$ cat src/hw/sci_pkg.sv
// shared constants and carrier types of the serial register map and rate generator
package sci_pkg;

  // divisor width and rate generator shape
  localparam int unsigned DIV_W = 13;
  localparam int unsigned PRESCALE = 64;
  localparam int unsigned OVERSAMPLE = 16;

  // two apertures onto the same registers, byte address = base + 4 * index
  localparam logic [11:0] BLOCK_BASE = 12'h200;
  localparam logic [11:0] NONBLOCK_BASE = 12'h300;

  // register indexes as printed
  localparam logic [7:0] IDX_BAUD_HI = 8'h18;
  localparam logic [7:0] IDX_BAUD_LO = 8'h19;
  localparam logic [7:0] IDX_CTRL_ONE = 8'h1A;
  localparam logic [7:0] IDX_CTRL_TWO = 8'h1B;
  localparam logic [7:0] IDX_STAT_ONE = 8'h1C;
  localparam logic [7:0] IDX_STAT_TWO = 8'h1D;
  localparam logic [7:0] IDX_CTRL_THREE = 8'h1E;
  localparam logic [7:0] IDX_DATA = 8'h1F;

  // field positions
  localparam int unsigned BIT_BRK_IE = 7;
  localparam int unsigned BIT_EDGE_IE = 6;
  localparam int unsigned HI_DIV_BITS = 5;
  localparam int unsigned BIT_TX_ON = 3;
  localparam int unsigned BIT_RX_ON = 2;
  localparam int unsigned BIT_BRK_FLAG = 7;
  localparam int unsigned BIT_EDGE_FLAG = 6;
  localparam int unsigned BIT_RX_NINTH = 7;
  localparam int unsigned BIT_RX_ACTIVE = 0;

  // writable bits of each byte; the rest read as zero or as live state
  localparam logic [7:0] CTRL_ONE_MASK = 8'hB7;
  localparam logic [7:0] STAT_TWO_RW_MASK = 8'h1E;
  localparam logic [7:0] CTRL_THREE_RW_MASK = 8'h7F;

  // reset values
  localparam logic [7:0] LOW_DIV_RST = 8'h04;
  localparam logic [4:0] HI_DIV_RST = 5'h00;
  localparam logic [7:0] BYTE_RST = 8'h00;

  // axi answers
  localparam logic [1:0] RESP_OKAY = 2'h0;
  localparam logic [1:0] RESP_SLVERR = 2'h2;

  // read channel states
  typedef enum logic [0:0] {
    RD_IDLE = 1'b0,
    RD_ANSWER = 1'b1
  } rd_state_e;

  // state reported by the serial engine
  typedef struct packed {
    logic [7:0] status_one; // transmit/receive status byte
    logic [7:0] rx_data;    // last received character
    logic rx_ninth;         // ninth received bit
    logic rx_active;        // receiver busy
    logic break_seen;       // pulse: break character detected
    logic edge_seen;        // pulse: active edge on receive input
  } sci_in_s;

  // settings and strobes towards the serial engine
  typedef struct packed {
    logic [7:0] ctrl_one;   // options byte
    logic [7:0] ctrl_two;   // enables byte
    logic [7:0] ctrl_three; // extra options byte
    logic [7:0] stat_cfg;   // writable bits of second status byte
    logic [7:0] tx_data;    // character to send
    logic tx_write;         // pulse: tx_data loaded
    logic rx_read;          // pulse: data register read
    logic irq_break;        // interrupt request, break detect
    logic irq_edge;         // interrupt request, receive edge
  } sci_out_s;

endpackage : sci_pkg

$ cat src/hw/rate_gen.sv
// modulo divisor and prescaler that make the serial bit rate
module rate_gen #(
  parameter int unsigned DIV_W = sci_pkg::DIV_W
) (
  input wire logic aclk,               // bus clock
  input wire logic aresetn,            // synchronous reset, active low
  input wire logic enable,             // generator allowed to run
  input wire logic [DIV_W-1:0] divisor, // working divisor
  output logic running,                // generator counting
  output logic os_tick,                // pulse at sixteen times bit rate
  output logic bit_tick                // pulse at bit rate
);

  localparam int unsigned PH_W = $clog2(sci_pkg::PRESCALE);
  localparam logic [PH_W-1:0] OS_MASK = PH_W'(sci_pkg::PRESCALE / sci_pkg::OVERSAMPLE - 1);
  localparam logic [PH_W-1:0] PH_LAST = PH_W'(sci_pkg::PRESCALE - 1);

  typedef struct packed {
    logic [DIV_W-1:0] pre;
    logic [PH_W-1:0] phase;
    logic running;
    logic os_tick;
    logic bit_tick;
  } gen_state_s;

  gen_state_s st_ff;
  gen_state_s nxt_st;

  if (DIV_W < 1 || (sci_pkg::PRESCALE % sci_pkg::OVERSAMPLE) != 0) begin : g_bad_cfg
    $error("rate_gen: unusable divisor width or prescale");
  end

  // zero divisor or disabled: counters frozen at zero so nothing toggles
  always_comb begin
    nxt_st = st_ff;
    nxt_st.os_tick = 1'b0;
    nxt_st.bit_tick = 1'b0;
    nxt_st.running = enable && (divisor != '0);
    if (!nxt_st.running) begin
      nxt_st.pre = '0;
      nxt_st.phase = '0;
    end else if (st_ff.pre >= divisor - DIV_W'(1)) begin
      // clk / (64 * divisor) at the last phase
      nxt_st.pre = '0;
      nxt_st.phase = st_ff.phase + PH_W'(1);
      nxt_st.os_tick = (st_ff.phase & OS_MASK) == OS_MASK;
      nxt_st.bit_tick = st_ff.phase == PH_LAST;
    end else begin
      nxt_st.pre = st_ff.pre + DIV_W'(1);
    end
  end

  always_ff @(posedge aclk) begin
    if (!aresetn) begin
      st_ff <= '0;
    end else begin
      st_ff <= nxt_st;
    end
  end

  assign running = st_ff.running;
  assign os_tick = st_ff.os_tick;
  assign bit_tick = st_ff.bit_tick;

endmodule : rate_gen

$ cat src/hw/sci_regs.sv
// serial interface register file with axi4-lite slave and rate divisor
//////////////////////////////////////////////////////////////////////////////

module sci_regs #(
  parameter int unsigned ADDR_W = 12
) (
  input wire logic aclk,                    // bus clock
  input wire logic aresetn,                 // synchronous reset, active low
  input wire logic [ADDR_W-1:0] awaddr,     // write address
  input wire logic [2:0] awprot,            // write protection, unused
  input wire logic awvalid,                 // write address valid
  output logic awready,                     // write address ready
  input wire logic [31:0] wdata,            // write data
  input wire logic [3:0] wstrb,             // write byte enables
  input wire logic wvalid,                  // write data valid
  output logic wready,                      // write data ready
  output logic [1:0] bresp,                 // write response
  output logic bvalid,                      // write response valid
  input wire logic bready,                  // write response ready
  input wire logic [ADDR_W-1:0] araddr,     // read address
  input wire logic [2:0] arprot,            // read protection, unused
  input wire logic arvalid,                 // read address valid
  output logic arready,                     // read address ready
  output logic [31:0] rdata,                // read data
  output logic [1:0] rresp,                 // read response
  output logic rvalid,                      // read data valid
  input wire logic rready,                  // read data ready
  input wire sci_pkg::sci_in_s sci_in,      // serial engine state
  output sci_pkg::sci_out_s sci_out,        // serial engine settings
  output logic rate_running,                // rate generator counting
  output logic os_tick,                     // oversample pulse
  output logic bit_tick                     // bit rate pulse
);

  localparam int unsigned DIV_W = sci_pkg::DIV_W;
  localparam int unsigned LO_W = DIV_W - sci_pkg::HI_DIV_BITS;

  if (ADDR_W < 10 || ADDR_W > 32 || LO_W != 8) begin : g_bad_cfg
    $error("sci_regs: address width must cover both apertures");
  end

  //////////////////////////////////////////////////////////////////////////////
  // state

  typedef struct packed {
    // write channel
    logic awready;
    logic wready;
    logic aw_held;
    logic w_held;
    logic [ADDR_W-1:0] aw_addr;
    logic [7:0] w_byte;
    logic w_lane;
    logic bvalid;
    logic [1:0] bresp;
    // read channel
    sci_pkg::rd_state_e rd_state;
    logic arready;
    logic [7:0] rdata;
    logic [1:0] rresp;
    // divisor and enables
    logic brk_ie;
    logic edge_ie;
    logic [4:0] hi_buf;
    logic [4:0] div_hi;
    logic [7:0] div_lo;
    logic started;
    // flags
    logic brk_flag;
    logic edge_flag;
    // towards the serial engine
    sci_pkg::sci_out_s out;
  } regs_state_s;

  regs_state_s st_ff;
  regs_state_s nxt_st;

  logic gen_running;
  logic gen_os;
  logic gen_bit;

  //////////////////////////////////////////////////////////////////////////////
  // helpers

  // maps a byte address to a register slot; both apertures alias
  function automatic logic [3:0] decode(input logic [ADDR_W-1:0] addr);
    logic [ADDR_W-1:0] rel_b;
    logic [ADDR_W-1:0] rel_n;
    logic [3:0] res;
    rel_b = addr - ADDR_W'(sci_pkg::BLOCK_BASE);
    rel_n = addr - ADDR_W'(sci_pkg::NONBLOCK_BASE);
    res = 4'h0;
    if (rel_b[1:0] == 2'h0 && rel_b[ADDR_W-1:2] >= (ADDR_W-2)'(sci_pkg::IDX_BAUD_HI)
        && rel_b[ADDR_W-1:2] <= (ADDR_W-2)'(sci_pkg::IDX_DATA)) begin
      res = {1'b1, rel_b[4:2]};
    end else if (rel_n[1:0] == 2'h0
        && rel_n[ADDR_W-1:2] >= (ADDR_W-2)'(sci_pkg::IDX_BAUD_HI)
        && rel_n[ADDR_W-1:2] <= (ADDR_W-2)'(sci_pkg::IDX_DATA)) begin
      res = {1'b1, rel_n[4:2]};
    end
    return res;
  endfunction : decode

  // slot number of an index, the low three bits of it
  function automatic logic [2:0] slot(input logic [7:0] idx);
    return idx[2:0];
  endfunction : slot

  // read value of a slot
  function automatic logic [7:0] read_mux(input regs_state_s s, input logic [2:0] sl,
                                          input sci_pkg::sci_in_s si);
    logic [7:0] v;
    v = sci_pkg::BYTE_RST;
    unique case (sl)
      slot(sci_pkg::IDX_BAUD_HI): begin
        // working bits only, the buffered value is invisible; bit 5 is zero
        v = {s.brk_ie, s.edge_ie, 1'b0, s.div_hi};
      end
      slot(sci_pkg::IDX_BAUD_LO): v = s.div_lo;
      slot(sci_pkg::IDX_CTRL_ONE): v = s.out.ctrl_one;
      slot(sci_pkg::IDX_CTRL_TWO): v = s.out.ctrl_two;
      slot(sci_pkg::IDX_STAT_ONE): v = si.status_one;
      slot(sci_pkg::IDX_STAT_TWO): begin
        v = s.out.stat_cfg;
        v[sci_pkg::BIT_BRK_FLAG] = s.brk_flag;
        v[sci_pkg::BIT_EDGE_FLAG] = s.edge_flag;
        v[sci_pkg::BIT_RX_ACTIVE] = si.rx_active;
      end
      slot(sci_pkg::IDX_CTRL_THREE): begin
        v = s.out.ctrl_three;
        v[sci_pkg::BIT_RX_NINTH] = si.rx_ninth;
      end
      slot(sci_pkg::IDX_DATA): v = si.rx_data;
    endcase
    return v;
  endfunction : read_mux

  //////////////////////////////////////////////////////////////////////////////
  // next state

  always_comb begin
    logic [3:0] wdec;
    logic [3:0] rdec;
    logic [7:0] wb;
    logic brk_clr;
    logic edge_clr;
    wdec = 4'h0;
    rdec = 4'h0;
    wb = sci_pkg::BYTE_RST;
    brk_clr = 1'b0;
    edge_clr = 1'b0;
    nxt_st = st_ff;
    nxt_st.out.tx_write = 1'b0;
    nxt_st.out.rx_read = 1'b0;

    // address and data are caught independently, in either order
    if (awvalid && st_ff.awready) begin
      nxt_st.aw_held = 1'b1;
      nxt_st.aw_addr = awaddr;
    end
    if (wvalid && st_ff.wready) begin
      nxt_st.w_held = 1'b1;
      nxt_st.w_byte = wdata[7:0];
      nxt_st.w_lane = wstrb[0];
    end
    if (st_ff.bvalid && bready) begin
      nxt_st.bvalid = 1'b0;
    end

    // both halves present: perform the write one cycle after the later one
    if (st_ff.aw_held && st_ff.w_held && !st_ff.bvalid) begin
      wdec = decode(st_ff.aw_addr);
      wb = st_ff.w_byte;
      nxt_st.aw_held = 1'b0;
      nxt_st.w_held = 1'b0;
      nxt_st.bvalid = 1'b1;
      nxt_st.bresp = wdec[3] ? sci_pkg::RESP_OKAY : sci_pkg::RESP_SLVERR;
      // a write without the low lane changes nothing but still answers
      if (wdec[3] && st_ff.w_lane) begin
        unique case (wdec[2:0])
          slot(sci_pkg::IDX_BAUD_HI): begin
            nxt_st.brk_ie = wb[sci_pkg::BIT_BRK_IE];
            nxt_st.edge_ie = wb[sci_pkg::BIT_EDGE_IE];
            // working upper bits stay until the low byte arrives
            nxt_st.hi_buf = wb[4:0];
          end
          slot(sci_pkg::IDX_BAUD_LO): begin
            nxt_st.div_hi = st_ff.hi_buf;
            nxt_st.div_lo = wb;
          end
          slot(sci_pkg::IDX_CTRL_ONE): begin
            nxt_st.out.ctrl_one = wb & sci_pkg::CTRL_ONE_MASK;
          end
          slot(sci_pkg::IDX_CTRL_TWO): begin
            nxt_st.out.ctrl_two = wb;
            // first enable of either direction releases the generator
            if (wb[sci_pkg::BIT_TX_ON] || wb[sci_pkg::BIT_RX_ON]) begin
              nxt_st.started = 1'b1;
            end
          end
          slot(sci_pkg::IDX_STAT_ONE): begin
            // read-only byte, write ignored
            nxt_st.bresp = sci_pkg::RESP_OKAY;
          end
          slot(sci_pkg::IDX_STAT_TWO): begin
            // flags clear by writing one
            brk_clr = wb[sci_pkg::BIT_BRK_FLAG];
            edge_clr = wb[sci_pkg::BIT_EDGE_FLAG];
            nxt_st.out.stat_cfg = wb & sci_pkg::STAT_TWO_RW_MASK;
          end
          slot(sci_pkg::IDX_CTRL_THREE): begin
            nxt_st.out.ctrl_three = wb & sci_pkg::CTRL_THREE_RW_MASK;
          end
          slot(sci_pkg::IDX_DATA): begin
            nxt_st.out.tx_data = wb;
            nxt_st.out.tx_write = 1'b1;
          end
        endcase
      end
    end

    // hardware set wins over a software clear in the same cycle
    nxt_st.brk_flag = (st_ff.brk_flag && !brk_clr) || sci_in.break_seen;
    nxt_st.edge_flag = (st_ff.edge_flag && !edge_clr) || sci_in.edge_seen;

    // requests are registered from the next flag and enable, so they change on the same edge as the flag
    nxt_st.out.irq_break = nxt_st.brk_flag && nxt_st.brk_ie;
    nxt_st.out.irq_edge = nxt_st.edge_flag && nxt_st.edge_ie;

    // read channel: one outstanding read, answer registered
    unique case (st_ff.rd_state)
      sci_pkg::RD_IDLE: begin
        if (arvalid && st_ff.arready) begin
          rdec = decode(araddr);
          nxt_st.rd_state = sci_pkg::RD_ANSWER;
          nxt_st.rdata = rdec[3] ? read_mux(st_ff, rdec[2:0], sci_in) : sci_pkg::BYTE_RST;
          nxt_st.rresp = rdec[3] ? sci_pkg::RESP_OKAY : sci_pkg::RESP_SLVERR;
          // engine sees the data register being consumed
          nxt_st.out.rx_read = rdec[3] && (rdec[2:0] == slot(sci_pkg::IDX_DATA));
        end
      end
      sci_pkg::RD_ANSWER: begin
        if (rready) begin
          nxt_st.rd_state = sci_pkg::RD_IDLE;
        end
      end
    endcase

    // readies are registered so every port leaves a flip-flop
    nxt_st.awready = !nxt_st.aw_held && !nxt_st.bvalid;
    nxt_st.wready = !nxt_st.w_held && !nxt_st.bvalid;
    nxt_st.arready = nxt_st.rd_state == sci_pkg::RD_IDLE;
  end

  //////////////////////////////////////////////////////////////////////////////
  // registers

  always_ff @(posedge aclk) begin
    if (!aresetn) begin
      st_ff <= '0;
      st_ff.rd_state <= sci_pkg::RD_IDLE;
      st_ff.div_lo <= sci_pkg::LOW_DIV_RST;
      st_ff.div_hi <= sci_pkg::HI_DIV_RST;
      st_ff.hi_buf <= sci_pkg::HI_DIV_RST;
      st_ff.started <= 1'b0;
    end else begin
      st_ff <= nxt_st;
    end
  end

  //////////////////////////////////////////////////////////////////////////////
  // rate generator

  // the reset divisor is non-zero, so the start latch is what holds it off
  rate_gen #(
    .DIV_W(DIV_W)
  ) u_rate_gen (
    .aclk(aclk),
    .aresetn(aresetn),
    .enable(st_ff.started),
    .divisor({st_ff.div_hi, st_ff.div_lo}),
    .running(gen_running),
    .os_tick(gen_os),
    .bit_tick(gen_bit)
  );

  //////////////////////////////////////////////////////////////////////////////
  // outputs

  assign awready = st_ff.awready;
  assign wready = st_ff.wready;
  assign bvalid = st_ff.bvalid;
  assign bresp = st_ff.bresp;
  assign arready = st_ff.arready;
  assign rvalid = st_ff.rd_state == sci_pkg::RD_ANSWER;
  assign rdata = {24'h000000, st_ff.rdata};
  assign rresp = st_ff.rresp;
  assign sci_out = st_ff.out;
  assign rate_running = gen_running;
  assign os_tick = gen_os;
  assign bit_tick = gen_bit;

endmodule : sci_regs

$ cat config.mk
export PLATFORM = sky130hd
export DESIGN_NAME = sci_regs
export DESIGN_NICKNAME = d
export VERILOG_FILES = /design/src/hw/sci_pkg.sv /design/src/hw/rate_gen.sv /design/src/hw/sci_regs.sv
export SDC_FILE = /design/constraint.sdc
export NUM_CORES = 1
export LEC_CHECK = 0
export ABC_AREA = 1
export BUFFER_PORTS_ARGS = -buffer_cell sky130_fd_sc_hd__buf_2
export CAP_MARGIN = 10
export CORE_MARGIN = 2
export CORE_UTILIZATION = 45
export DETAILED_ROUTE_END_ITERATION = 10
export PLACE_DENSITY = 0.73
export SETUP_SLACK_MARGIN = 0.15
export SYNTH_ARGS = -nofsm -noshare
export SYNTH_HDL_FRONTEND = slang
export SYNTH_SLANG_ARGS = --single-unit
export TNS_END_PERCENT = 5
$ cat constraint.sdc
create_clock -name aclk -period 2.65 [get_ports aclk]
set_clock_uncertainty 0.1 [all_clocks]
set_input_delay 0.265 -clock aclk [delete_from_list [all_inputs] [get_ports aclk]]
set_output_delay 0.265 -clock aclk [all_outputs]
set_load 0.005 [all_outputs]
# After elaboration in Yosys (flattened, before gate mapping)
# Cells that the tools add are included.
# totals
ff_bits,122
inputBits,93
# op_classes
n_mux,34
reduce_logical,53
add_sub_neg,7
eq_ne,16
magnitude_cmp,9
bitwise_logic,5
# ops
cell,count
8-bit one-hot mux with 8 select lines,1
"12-bit by 10-bit subtractor with 12-bit output, second input constant",4
21-bit 2-to-1 mux,2
"10-bit by 5-bit >= comparator with 1-bit output, second input constant",4
"10-bit by 5-bit less-or-equal comparator with 1-bit output, second input constant",4
4-bit 2-to-1 mux,7
3-bit AND reduction,9
"3-bit == test, second input constant",8
1-bit logical AND,23
1-bit 2-to-1 mux,14
"13-bit by 1-bit adder with 13-bit output, second input constant",1
13-bit >= comparator,1
13-bit 2-to-1 mux,1
13-bit nonzero test,1
"13-bit by 1-bit subtractor with 13-bit output, second input constant",1
"3-bit by 2-bit == test with 1-bit output, second input constant",4
2-bit 2-to-1 mux,5
2-bit zero test,4
8-bit 2-to-1 mux,1
7-bit 2-to-1 mux,1
"6-bit by 1-bit adder with 6-bit output, second input constant",1
"3-bit by 1-bit == test with 1-bit output, second input constant",2
"6-bit == test, second input constant",1
1-bit zero test,6
9 further kinds,18

# Logic depth before layout (Yosys ltp)
# Gate-level depths: netlist of run 1.
# logic_depth
word_depth,15
ltp_mapped,16

# By module
# Synthesis of run 1 repeated with hierarchy kept, for this count alone.
# hier_totals
hier_cells,919
area_unflattened_um2,6802.8
# modules_own_cells
mod,instances,area_each_um2,cells_per_inst
sci_regs,1,5177.5,690
rate_gen,1,1625.3,229

# Least setup slack after synthesis of run 1
# OpenSTA, ideal clock, no wires.
# synth_path
path_type,reg2reg
startpoint,register st_ff[47] in the netlist's numbering
endpoint,register u_rate_gen.st_ff[21] in the netlist's numbering
path_stages_with_launch,16
slack_ns,-0.245
arrival_ns,2.715
n_path_buf,1
setup_ns,0.080
required_time_ns,2.470
cell_sequence,dfxtp_1 > inv_1 > ha_1 > nand3_1 > nor3_1 > nand3_1 > xor2_1 > ha_1 > a21oi_1 > o21ai_0 > a21oi_1 > nand3_1 > nor2_1 > inv_1 > buf_6 > nor3b_1
# synth_via
elab_chain_cells,4
word_cells_on_any_way,6
classes_between,1 x add/sub; 1 x order compare; 1 x bitwise; 3 x reduce/logical
# synth_rtl
element,line,source
start: declaration,sci_regs.sv:75,regs_state_s st_ff;
start signal: assignment,sci_regs.sv:267,st_ff <= nxt_st;
"parallel branches: the longest is 3 deep, another holds 13-bit by 1-bit subtractor with 13-bit output",--,
3-bit OR reduction (no line) (*),--,
end signal: assignment,rate_gen.sv:57,st_ff <= nxt_st;
end: declaration,rate_gen.sv:26,gen_state_s st_ff;
# Mark *: on every way between the ends.
# A chain may end at the register's enable or synchronous reset.

# Worst setup path in the final report of run 1
# layout_path
startpoint,register st_ff[48] in the netlist's numbering
endpoint,register u_rate_gen.st_ff[3] in the netlist's numbering
# layout_via
elab_chain_cells,3
word_cells_on_any_way,5
classes_between,1 x add/sub; 1 x order compare; 3 x reduce/logical
# layout_rtl
element
"parallel branches: the longest is 3 deep, another holds 13-bit by 1-bit subtractor with 13-bit output"
# Several ways; the timed one is not identified.

==> flow_summary.json, run 1 <==
{
  "setup_viol": 0,
  "min_path_type": "primary input to flop",
  "ys_ff_latch": 120,
  "grt_use_total_pct": 22.4,
  "cts_tree": "yes",
  "drtIter0Drc": 378,
  "drc": 0,
  "tightest_slew_ns": 0.859,
  "switching_share_pct": 23.7,
  "r2r_slack_ns": 0.06,
  "synth_top_area_share_pct": 37.0,
  "crit_arrival_ns": 2.80,
  "pwr-share-comb_pct": 5.3,
  "synth_area_leaders": "dfxtp_1, buf_4, a21oi_1",
  "cp.required_ns": 2.86,
  "synth-seq-area-share_pct": 37.0,
  "p_leak_nw": 3.58,
  "seq_area_sq_mm": 0.00241,
  "finalSetupTns_ns": 0,
  "port_buffers": 114,
  "cp_slowest_cell": "dfxtp_2",
  "gp_congestion": 0.901,
  "worstPathMaxFanout": 7,
  "cts_made_buffers": 17,
  "power_density_mw_per_mm2": 586,
  "criticalPathCategory": "flop to flop",
  "synth_top_area_cell": "dfxtp_1",
  "cts_root_buffer": "clkbuf_16",
  "r2r_end": "u_rate_gen.st_ff[3]$_SDFFE_PN0P_",
  "cts_max_level": 4,
  "postSynth.asyncResetShare_pct": 0,
  "vias": 5743,
  "p_sw_w": 0.00108,
  "max_stage_delay_ns": 0.34,
  "dp_hpwl_microns": 12100,
  "grt_max_degree": 31,
  "syn_area_sq_mm": 0.00650,
  "relSlewSlack_pct": 42.7,
  "internal-power_w": 0.00347,
  "synthFlopType": "dfxtp_1",
  "rr_worst_depth": 15,
  "end_kind": "flop",
  "viasPerCell": 4.98,
  "clk_latency_ns": 0.42,
  "grt_pass1_vias": 5299,
  "final-max-slew-violation-count": 0,
  "synth_edf_count": 0,
  "status": "finished clean",
  "synthCells": 867,
  "ant_nets": 0,
  "die_x_microns": 124,
  "clk_pin_slew_ns": 0.05,
  "die_height_microns": 124,
  "ys_warn_count": 0,
  "yosys-top-cells-count": "dfxtp_1, nor2_1, nand2_1, a21oi_1, inv_1",
  "netlist-cell-type-count": 43,
  "multi_input_area_sq_mm": 0.00331,
  "place_ws_ns": -0.105,
  "clkSinkCount": 120,
  "num_rows": 43,
  "avgSynthCellArea_sq_um": 7.50,
  "clkPwrFrac_pct": 53.1,
  "layout-drive-gt1-share_pct": 24.6,
  "wl_per_cell_microns": 14.4,
  "worstHoldStart": "awaddr[2]",
  "wl_microns": 16600,
  "die_area_sq_mm": 0.0154,
  "finalCritPeriodShare_pct": 97.8,
  "setup_slack_ns": 0.0572,
  "grt_setup_unrepaired": "true",
  "finalPower_w": 0.00455,
  "core_sq_mm": 0.0140,
  "first_pass_iters": 8,
  "ioPinCount": 181,
  "reg2reg_from": "st_ff[48]$_SDFFE_PN0P_",
  "layout-area-overhead-vs-synth_pct": 19.4,
  "max_freq_mhz": 386,
  "vdd_drop_max_mv": 0.477,
  "finalHoldViolCount": 0,
  "hold_end": "st_ff[93]$_SDFFE_PN0P_",
  "utilization_pct": 55.5,
  "path_cells": "inv_2, ha_4, nand3_4, nor3_4, nand3_1, xor2_1, ha_1, a21oi_2, o21ai_1, a21oi_1, nand3_2, buf_6, buf_6, nand2_4, o21ai_1",
  "max_cap_violations": 0,
  "start_util_pct": 46.5,
  "grt_pass1_wl_microns": 26000,
  "hold_depth": 3,
  "gr-total-overflow": 0,
  "antenna_found_initial": 0,
  "start_kind": "flop",
  "insertedDiodeCount": 0,
  "finalCriticalPeriod_ns": 2.59,
  "synth_most_common_cell": "dfxtp_1",
  "seqPwrFrac_pct": 41.6,
  "fin_nets": 1080,
  "clockBufferDepth": 2,
  "fillers": 1333
}
## per-stage QoR
stage                     area [sq um]  hold slack [ns]  instances
after floorplan                   6680            0.293        899
after global placement            6860            0.328       1105
after detailed placement          6860            0.316       1105
after CTS                         7700           0.0130       1151
after global routing              7760           0.0345       1153
final                             7760           0.0158       1153
## area by class of cell
type                       count  area share, %
sequential                   120           31.1
clock buffer                  19           5.84
timing repair buffer         148           11.1
clock inverter                13           2.14
multi-input combinational    584           42.6
inverter                      89           4.38
tap                          180           2.90
## logic make-up after synthesis
group                      synth area share [%]
buffers and inverters                      16.7
and+or+nand+nor                            24.4
adders and majority gates                  5.20
AOI/OAI and AO/OA                          14.2
other                                    0.0577
DFF                                        37.0
xor gates and xnor gates                   2.43
## power groups by stage
stage / sequential, W / clock, W / combinational [W]
after floorplan: 0.00191 / 0 / 0.000178
after global placement: 0.00193 / 0 / 0.000222
after detailed placement: 0.00193 / 0 / 0.000226
after CTS: 0.00189 / 0.00244 / 0.000239
after global routing: 0.00189 / 0.00255 / 0.000277
final: 0.00189 / 0.00241 / 0.000242
## metal layers
metal / global-route usage [%] / wire (microns) / up-vias
met2: 36.9 / 7970 / 194
met1: 26.3 / 6840 / 2589
met5: 0 / 0 / -
li1: - / - / 2914
met3: 6.04 / 1060 / 46
met4: 12.4 / 750 / 0
## what timing repair did
item                                    CTS  global route
setup buffers                             4             2
hold buffers                             10             0
resized for setup                        25            12
hold endpoints to repair                 10             0
endpoints found under the setup margin   21            22
pin swaps                                15            12
## layout by cell type, fill, tap and decap left out, types with 8 or more instances in the layout
| cell | n |
|---|---|
| dfxtp_1 | 116 |
| buf_2 | 114 |
| nor2_1 | 103 |
| nand2_1 | 99 |
| inv_1 | 81 |
| a21oi_1 | 81 |
| o21ai_0 | 66 |
| nand3_1 | 51 |
| conb_1 | 33 |
| ha_1 | 25 |
| buf_4 | 22 |
| clkbuf_16 | 17 |
| xor2_1 | 16 |
| nand4_1 | 14 |
| nor3_1 | 11 |
| o21ai_1 | 10 |
| dlygate4sd3_1 | 10 |
| nand2_4 | 8 |
## flip-flops by register name (all words and copies together), names as in the netlist
signal / cells
rdata: 8
wready: 1
arready: 1
awready: 1
rvalid: 1
u_rate_gen.running: 1
sci_out: 37
bresp: 1
u_rate_gen.os_tick: 1
st_ff: 46
bvalid: 1
u_rate_gen.st_ff: 19
u_rate_gen.bit_tick: 1
rresp: 1
## worst max-delay path: cells and delay by family, from the launching register on
family,cells,cell delay (ns)
xor gates and xnor gates,1,0.15
AOI/OAI and AO/OA,4,0.43
buffers and inverters,3,0.37
and+or+nand+nor,5,0.60
adders and majority gates,2,0.49
DFF,1,0.34
## how the worst max path moves through the flow
stage | from | endpoint | slack (ns) | cells past startpoint
after detailed placement | st_ff[51]$_SDFFE_PN0P_ | u_rate_gen.st_ff[11]$_SDFF_PP0_ | -0.10 | 14
after global placement | st_ff[51]$_SDFFE_PN0P_ | u_rate_gen.st_ff[11]$_SDFF_PP0_ | -0.01 | 13
final | st_ff[48]$_SDFFE_PN0P_ | u_rate_gen.st_ff[3]$_SDFFE_PN0P_ | 0.06 | 15
after CTS | st_ff[51]$_SDFFE_PN0P_ | u_rate_gen.st_ff[3]$_SDFFE_PN0P_ | 0.03 | 15
after global routing | st_ff[49]$_SDFFE_PN1P_ | u_rate_gen.st_ff[7]$_SDFFE_PN0P_ | -0.13 | 15
after floorplan | st_ff[47]$_SDFFE_PN0P_ | u_rate_gen.st_ff[21]$_SDFF_PP0_ | 0.09 | 15
No activity file was read; power rests on OpenSTA's default activity.
==> run 2: changes to the inputs <==
- REMOVE_ABC_BUFFERS: default -> 1
==> run 2 against run 1 <==
  * Power fell by 3.1%
  * Critical path type unchanged
  * Clock-buffer cell count rose by 1
  * Largest power group unchanged
  * Die area did not move
  * Sequential share of layout area rose by 0.22 points
  * Clock power fell by 5%
==> flow_summary.json, run 2 (same netlist as run 1, synthesis figures left out) <==
{
  "status": "finished clean",
  "layout-area-overhead-vs-synth_pct": 18.3,
  "largest_register": "st_ff",
  "num_rows": 43,
  "drc": 0,
  "cp.buffers_inverters": 1,
  "clk_latency_ns": 0.42,
  "start_kind": "flop",
  "criticalPathCategory": "flop to flop",
  "worstSetupStartpoint": "st_ff[51]$_SDFFE_PN0P_",
  "max_freq_mhz": 379,
  "wl_microns": 15900,
  "relSlewSlack_pct": 60.7,
  "vdd_drop_max_mv": 0.423,
  "place_ws_ns": -0.134,
  "crit_arrival_ns": 2.83,
  "dp.cells": 1116,
  "clkPwrFrac_pct": 51.7,
  "final_cells": 1156,
  "max_stage_delay_ns": 0.36,
  "cp_slowest_cell": "dfxtp_4",
  "antenna_found_initial": 0,
  "grt_pass1_vias": 5283,
  "pwr-share-comb_pct": 5.4,
  "port_buffers": 114,
  "reg2reg_from": "st_ff[51]$_SDFFE_PN0P_",
  "cp.required_ns": 2.84,
  "wl_per_cell_microns": 13.8,
  "dp_hpwl_microns": 11600,
  "fin_nets": 1086,
  "die_x_microns": 124,
  "gr-total-overflow": 0,
  "clkSinkCount": 120,
  "die_height_microns": 124,
  "power_density_mw_per_mm2": 573,
  "insertedDiodeCount": 0,
  "setup_slack_ns": 0.00820,
  "end_kind": "flop",
  "grt_setup_unrepaired": "true",
  "cts_max_level": 4,
  "die_area_sq_mm": 0.0154,
  "internal-power_w": 0.00341,
  "gp_congestion": 0.929,
  "largest_register_ffs": 46,
  "clk_pin_slew_ns": 0.06,
  "grt_max_degree": 52,
  "ioPinCount": 181,
  "vias": 5674,
  "cts_root_buffer": "clkbuf_16",
  "first_pass_iters": 5,
  "ant_nets": 0,
  "fillers": 1345,
  "p_leak_nw": 3.55,
  "clockBufferDepth": 2,
  "worstPathMaxFanout": 8,
  "cpLargestDelayFamily": "simple AND/OR/NAND/NOR gates",
  "holdWs_ns": 0.00871,
  "worstHoldStart": "sci_in[1]",
  "viasPerCell": 4.91,
  "switching_share_pct": 22.5,
  "min_path_type": "primary input to flop",
  "multi_input_area_sq_mm": 0.00325,
  "path_cells": "nor2_4, nand3_2, nor3_2, nand3_1, nor3_2, xor2_1, ha_1, nand2_2, o21ai_1, a21oi_1, nand3_2, buf_6, a21oi_1, nor3_2",
  "final-max-slew-violation-count": 0,
  "final_common_cell": "dfxtp_1",
  "cts_tree": "yes",
  "tightest_slew_ns": 0.584,
  "finalCritPeriodShare_pct": 99.7,
  "cts_made_buffers": 17,
  "seqPwrFrac_pct": 42.9,
  "setup_viol": 0,
  "final_cell_mix": "dfxtp_1, buf_2, nor2_1",
  "layout-drive-gt1-share_pct": 24.0,
  "p_sw_w": 0.000991,
  "seq_area_sq_mm": 0.00241,
  "max_cap_violations": 0,
  "grt_use_total_pct": 21.3,
  "cp_common_cell": "nor3_2",
  "finalCriticalPeriod_ns": 2.64,
  "core_sq_mm": 0.0140,
  "drtIter0Drc": 321,
  "grt_pass1_wl_microns": 25300,
  "finalHoldViolCount": 0,
  "start_util_pct": 46.5
}
-- run 2: what timing repair did --
item,4_1_cts,5_1_grt
resized for setup,2,36
endpoints found under the hold margin,9,0
hold buffers,9,0
pin swaps,0,12
setup buffers,0,2
endpoints found under the setup margin,21,23
-- run 2: worst reg2reg max path, stage by stage (launching register included) --
cell,delay [ns]
dfxtp_4,0.36
nor2_4,0.13
nand3_2,0.08
nor3_2,0.21
nand3_1,0.14
nor3_2,0.21
xor2_1,0.18
ha_1,0.28
nand2_2,0.09
o21ai_1,0.07
a21oi_1,0.14
nand3_2,0.12
buf_6,0.17
a21oi_1,0.17
nor3_2,0.06
-- run 2: cell type report --
| type | count | area share, % |
|---|---|---|
| multi-input cells | 584 | 42.2 |
| flip-flops and latches | 120 | 31.3 |
| repair buffers | 154 | 11.7 |
| clock buffers | 20 | 5.81 |
| inverters | 89 | 4.39 |
| well taps | 180 | 2.93 |
| clock inverters | 9 | 1.66 |
-- run 2: metal layers --
metal  vias up  share of wire (%)  track usage [%]
met5         -                  0                0
met4         0                1.9             7.23
met3        21                6.5             6.00
met2       185                 47             34.9
met1      2534                 44             26.9
li1       2934                  -                -
-- run 2: metrics by stage --
stage	total power (W)	TNS (ns)	util, %	cell area, sq um
2_1_floorplan	0.00203	-1.88	-	5870
3_3_place_gp	0.00215	-0.0505	49.2	6880
3_5_place_dp	0.00215	-0.853	49.2	6880
4_1_cts	0.00443	0	54.0	7550
5_1_grt	0.00455	-1.94	55.0	7690
6_report	0.00440	0	55.0	7690
-- run 2: path summary, 6_finish.rpt --
kind / slack, ns / end / cells past startpoint
min reg2reg: 0.33 / awready$_SDFF_PN0_ / 1
max: 0.008 / u_rate_gen.st_ff[8]$_SDFFE_PN0P_ / 14
min: 0.009 / st_ff[45]$_SDFF_PN0_ / 3
max reg2reg: 0.008 / u_rate_gen.st_ff[8]$_SDFFE_PN0P_ / 14
-- run 2: power groups by stage --
stage	clock network (W)	logic, W	registers (W)
3_5_place_dp	0	0.000224	0.00193
5_1_grt	0.00239	0.000271	0.00189
6_report	0.00228	0.000237	0.00189
3_3_place_gp	0	0.000223	0.00193
2_1_floorplan	0	0.000119	0.00191
4_1_cts	0.00230	0.000236	0.00189
==> run 3: changes to the inputs <==
- CORE_UTILIZATION: 45 -> 48
- HOLD_SLACK_MARGIN: default -> 0.02
- PLACE_DENSITY: 0.73 -> 0.87
==> run 3 against run 2 <==
  * The flow now finishes with violations (setup timing)
  * Flip-flop and latch count unchanged
  * Clock power barely moved
  * Core utilization up 3.2 points
  * Power grew 0.98%
  * Non-clock buffer count is 3 lower
  * Fmax is 1.2% lower
  * Register-to-register slack worse by 0.03 ns
  * Sequential share of layout area is 0.061 points lower
  * Cell count is 0.35% lower
  * Critical path type unchanged
  * Worst hold slack improved by 0.030 ns
  * Global-route usage increased by 2.4 points
  * Worst setup slack got worse by 0.033 ns
==> flow_summary.json, run 3 (same netlist as run 1, synthesis figures left out) <==
{
  "cp_slowest_cell": "ha_1",
  "viasPerCell": 5.14,
  "pwr-share-comb_pct": 5.5,
  "internal-power_w": 0.00341,
  "gr-total-overflow": 0,
  "cpLargestDelayFamily": "simple AND/OR/NAND/NOR gates",
  "p_sw_w": 0.00104,
  "holdWs_ns": 0.0391,
  "drc": 0,
  "violations": "setup timing",
  "die_area_sq_mm": 0.0145,
  "switching_share_pct": 23.3,
  "antenna_found_initial": 0,
  "start_kind": "flop",
  "r2r_slack_ns": -0.02,
  "final_cell_mix": "dfxtp_1, buf_2, nor2_1",
  "dp.cells": 1107,
  "clkSinkCount": 120,
  "worstPathMaxFanout": 8,
  "end_kind": "flop",
  "finalCritPeriodShare_pct": 101,
  "largest_register_ffs": 46,
  "worstHoldStart": "wstrb[0]",
  "clkPwrFrac_pct": 52.0,
  "num_rows": 42,
  "largest_register": "st_ff",
  "layout-drive-gt1-share_pct": 23.9,
  "cts_tree": "yes",
  "core_sq_mm": 0.0132,
  "grt_setup_unrepaired": "true",
  "crit_arrival_ns": 2.88,
  "wl_microns": 17300,
  "min_path_type": "primary input to flop",
  "finalHoldViolCount": 0,
  "p_leak_nw": 3.53,
  "status": "finished, violations left",
  "final-max-slew-violation-count": 0,
  "die_height_microns": 120,
  "ant_nets": 0,
  "final_cells": 1152,
  "cts_max_level": 4,
  "clockBufferDepth": 2,
  "criticalPathCategory": "flop to flop",
  "grt_pass1_wl_microns": 27100,
  "cp.buffers_inverters": 2,
  "start_util_pct": 49.1,
  "grt_max_degree": 49,
  "max_freq_mhz": 374,
  "max_cap_violations": 0,
  "finalCriticalPeriod_ns": 2.67,
  "vdd_drop_max_mv": 0.361,
  "setup_viol": 8,
  "layout-area-overhead-vs-synth_pct": 18.6,
  "cp_common_cell": "a21oi_1",
  "final_common_cell": "dfxtp_1",
  "tightest_slew_ns": 0.837,
  "vias": 5927,
  "path_cells": "inv_2, ha_4, nand3_4, nor3_4, nand2_1, xor2_1, ha_1, a21oi_2, o21ai_1, a21oi_1, nand3_2, buf_6, nand2_4, a21oi_1, o21a_1",
  "max_stage_delay_ns": 0.35,
  "port_buffers": 114,
  "worstSetupStartpoint": "st_ff[47]$_SDFFE_PN0P_",
  "first_pass_iters": 6,
  "grt_use_total_pct": 23.7,
  "clk_latency_ns": 0.42,
  "ioPinCount": 181,
  "relSlewSlack_pct": 44.1,
  "dp_hpwl_microns": 12000,
  "fin_nets": 1083,
  "insertedDiodeCount": 0,
  "drtIter0Drc": 538,
  "wl_per_cell_microns": 15.0,
  "power_density_mw_per_mm2": 577,
  "clk_pin_slew_ns": 0.06,
  "grt_pass1_vias": 5548,
  "place_ws_ns": -0.173,
  "cp.required_ns": 2.86,
  "gp_congestion": 0.953,
  "cts_root_buffer": "clkbuf_16",
  "setup_slack_ns": -0.0249,
  "reg2reg_from": "st_ff[47]$_SDFFE_PN0P_",
  "finalPower_w": 0.00445,
  "die_x_microns": 120,
  "seqPwrFrac_pct": 42.5,
  "cts_made_buffers": 17
}
[run 3: metrics by stage]
stage	area, sq um	TNS, ns	util (%)
2_1_floorplan	5870	-1.88	-
3_3_place_gp	6840	-0.0736	51.6
3_5_place_dp	6840	-1.23	51.6
4_1_cts	7560	0	57.1
5_1_grt	7700	-3.76	58.2
6_report	7700	-0.120	58.2
[run 3: repair_timing]
action,in CTS,in global routing
hold buffers,11,0
endpoints found under the setup margin,21,25
pin swaps,1,8
hold endpoints to repair,12,0
cloned,0,0
setup buffers,0,2
gates resized for setup,6,35
[run 3: power groups by stage]
stage	clock network (W)	logic [W]	registers [W]
2_1_floorplan	0	0.000119	0.00191
3_3_place_gp	0	0.000219	0.00192
3_5_place_dp	0	0.000226	0.00192
4_1_cts	0.00233	0.000241	0.00189
5_1_grt	0.00242	0.000276	0.00189
6_report	0.00231	0.000244	0.00189
[run 3: final cells by class]
cell class,instances,area [sq um]
clock inverters,12,153
fillers,1177,5540
repair buffers,151,880
well taps,176,220
inverters,89,338
clock buffers,20,437
flip-flops and latches,120,2410
multi-input cells,584,3270
[run 3: layer usage]
layer | routed length (microns) | vias up | global-route usage (%) | share of wire, %
met2 | 8780 | 238 | 40.9 | 51
met1 | 6710 | 2721 | 28.5 | 39
met5 | 0 | - | 0 | 0
li1 | - | 2930 | - | -
met3 | 1320 | 38 | 5.47 | 7.7
met4 | 445 | 0 | 9.81 | 2.6
[run 3: path summary, 6_finish.rpt]
| check | to | depth (start not counted) |
|---|---|---|
| setup / recovery | u_rate_gen.st_ff[5]$_SDFFE_PN0P_ | 15 |
| setup reg to reg | u_rate_gen.st_ff[5]$_SDFFE_PN0P_ | 15 |
| hold reg to reg | awready$_SDFF_PN0_ | 1 |
| hold / removal | st_ff[82]$_SDFFE_PN0P_ | 3 |
[run 3: tightest hold or removal path: stages]
cell and delay [ns]:
buf_2 0.08, o21ai_0 0.09, nor2_1 0.09
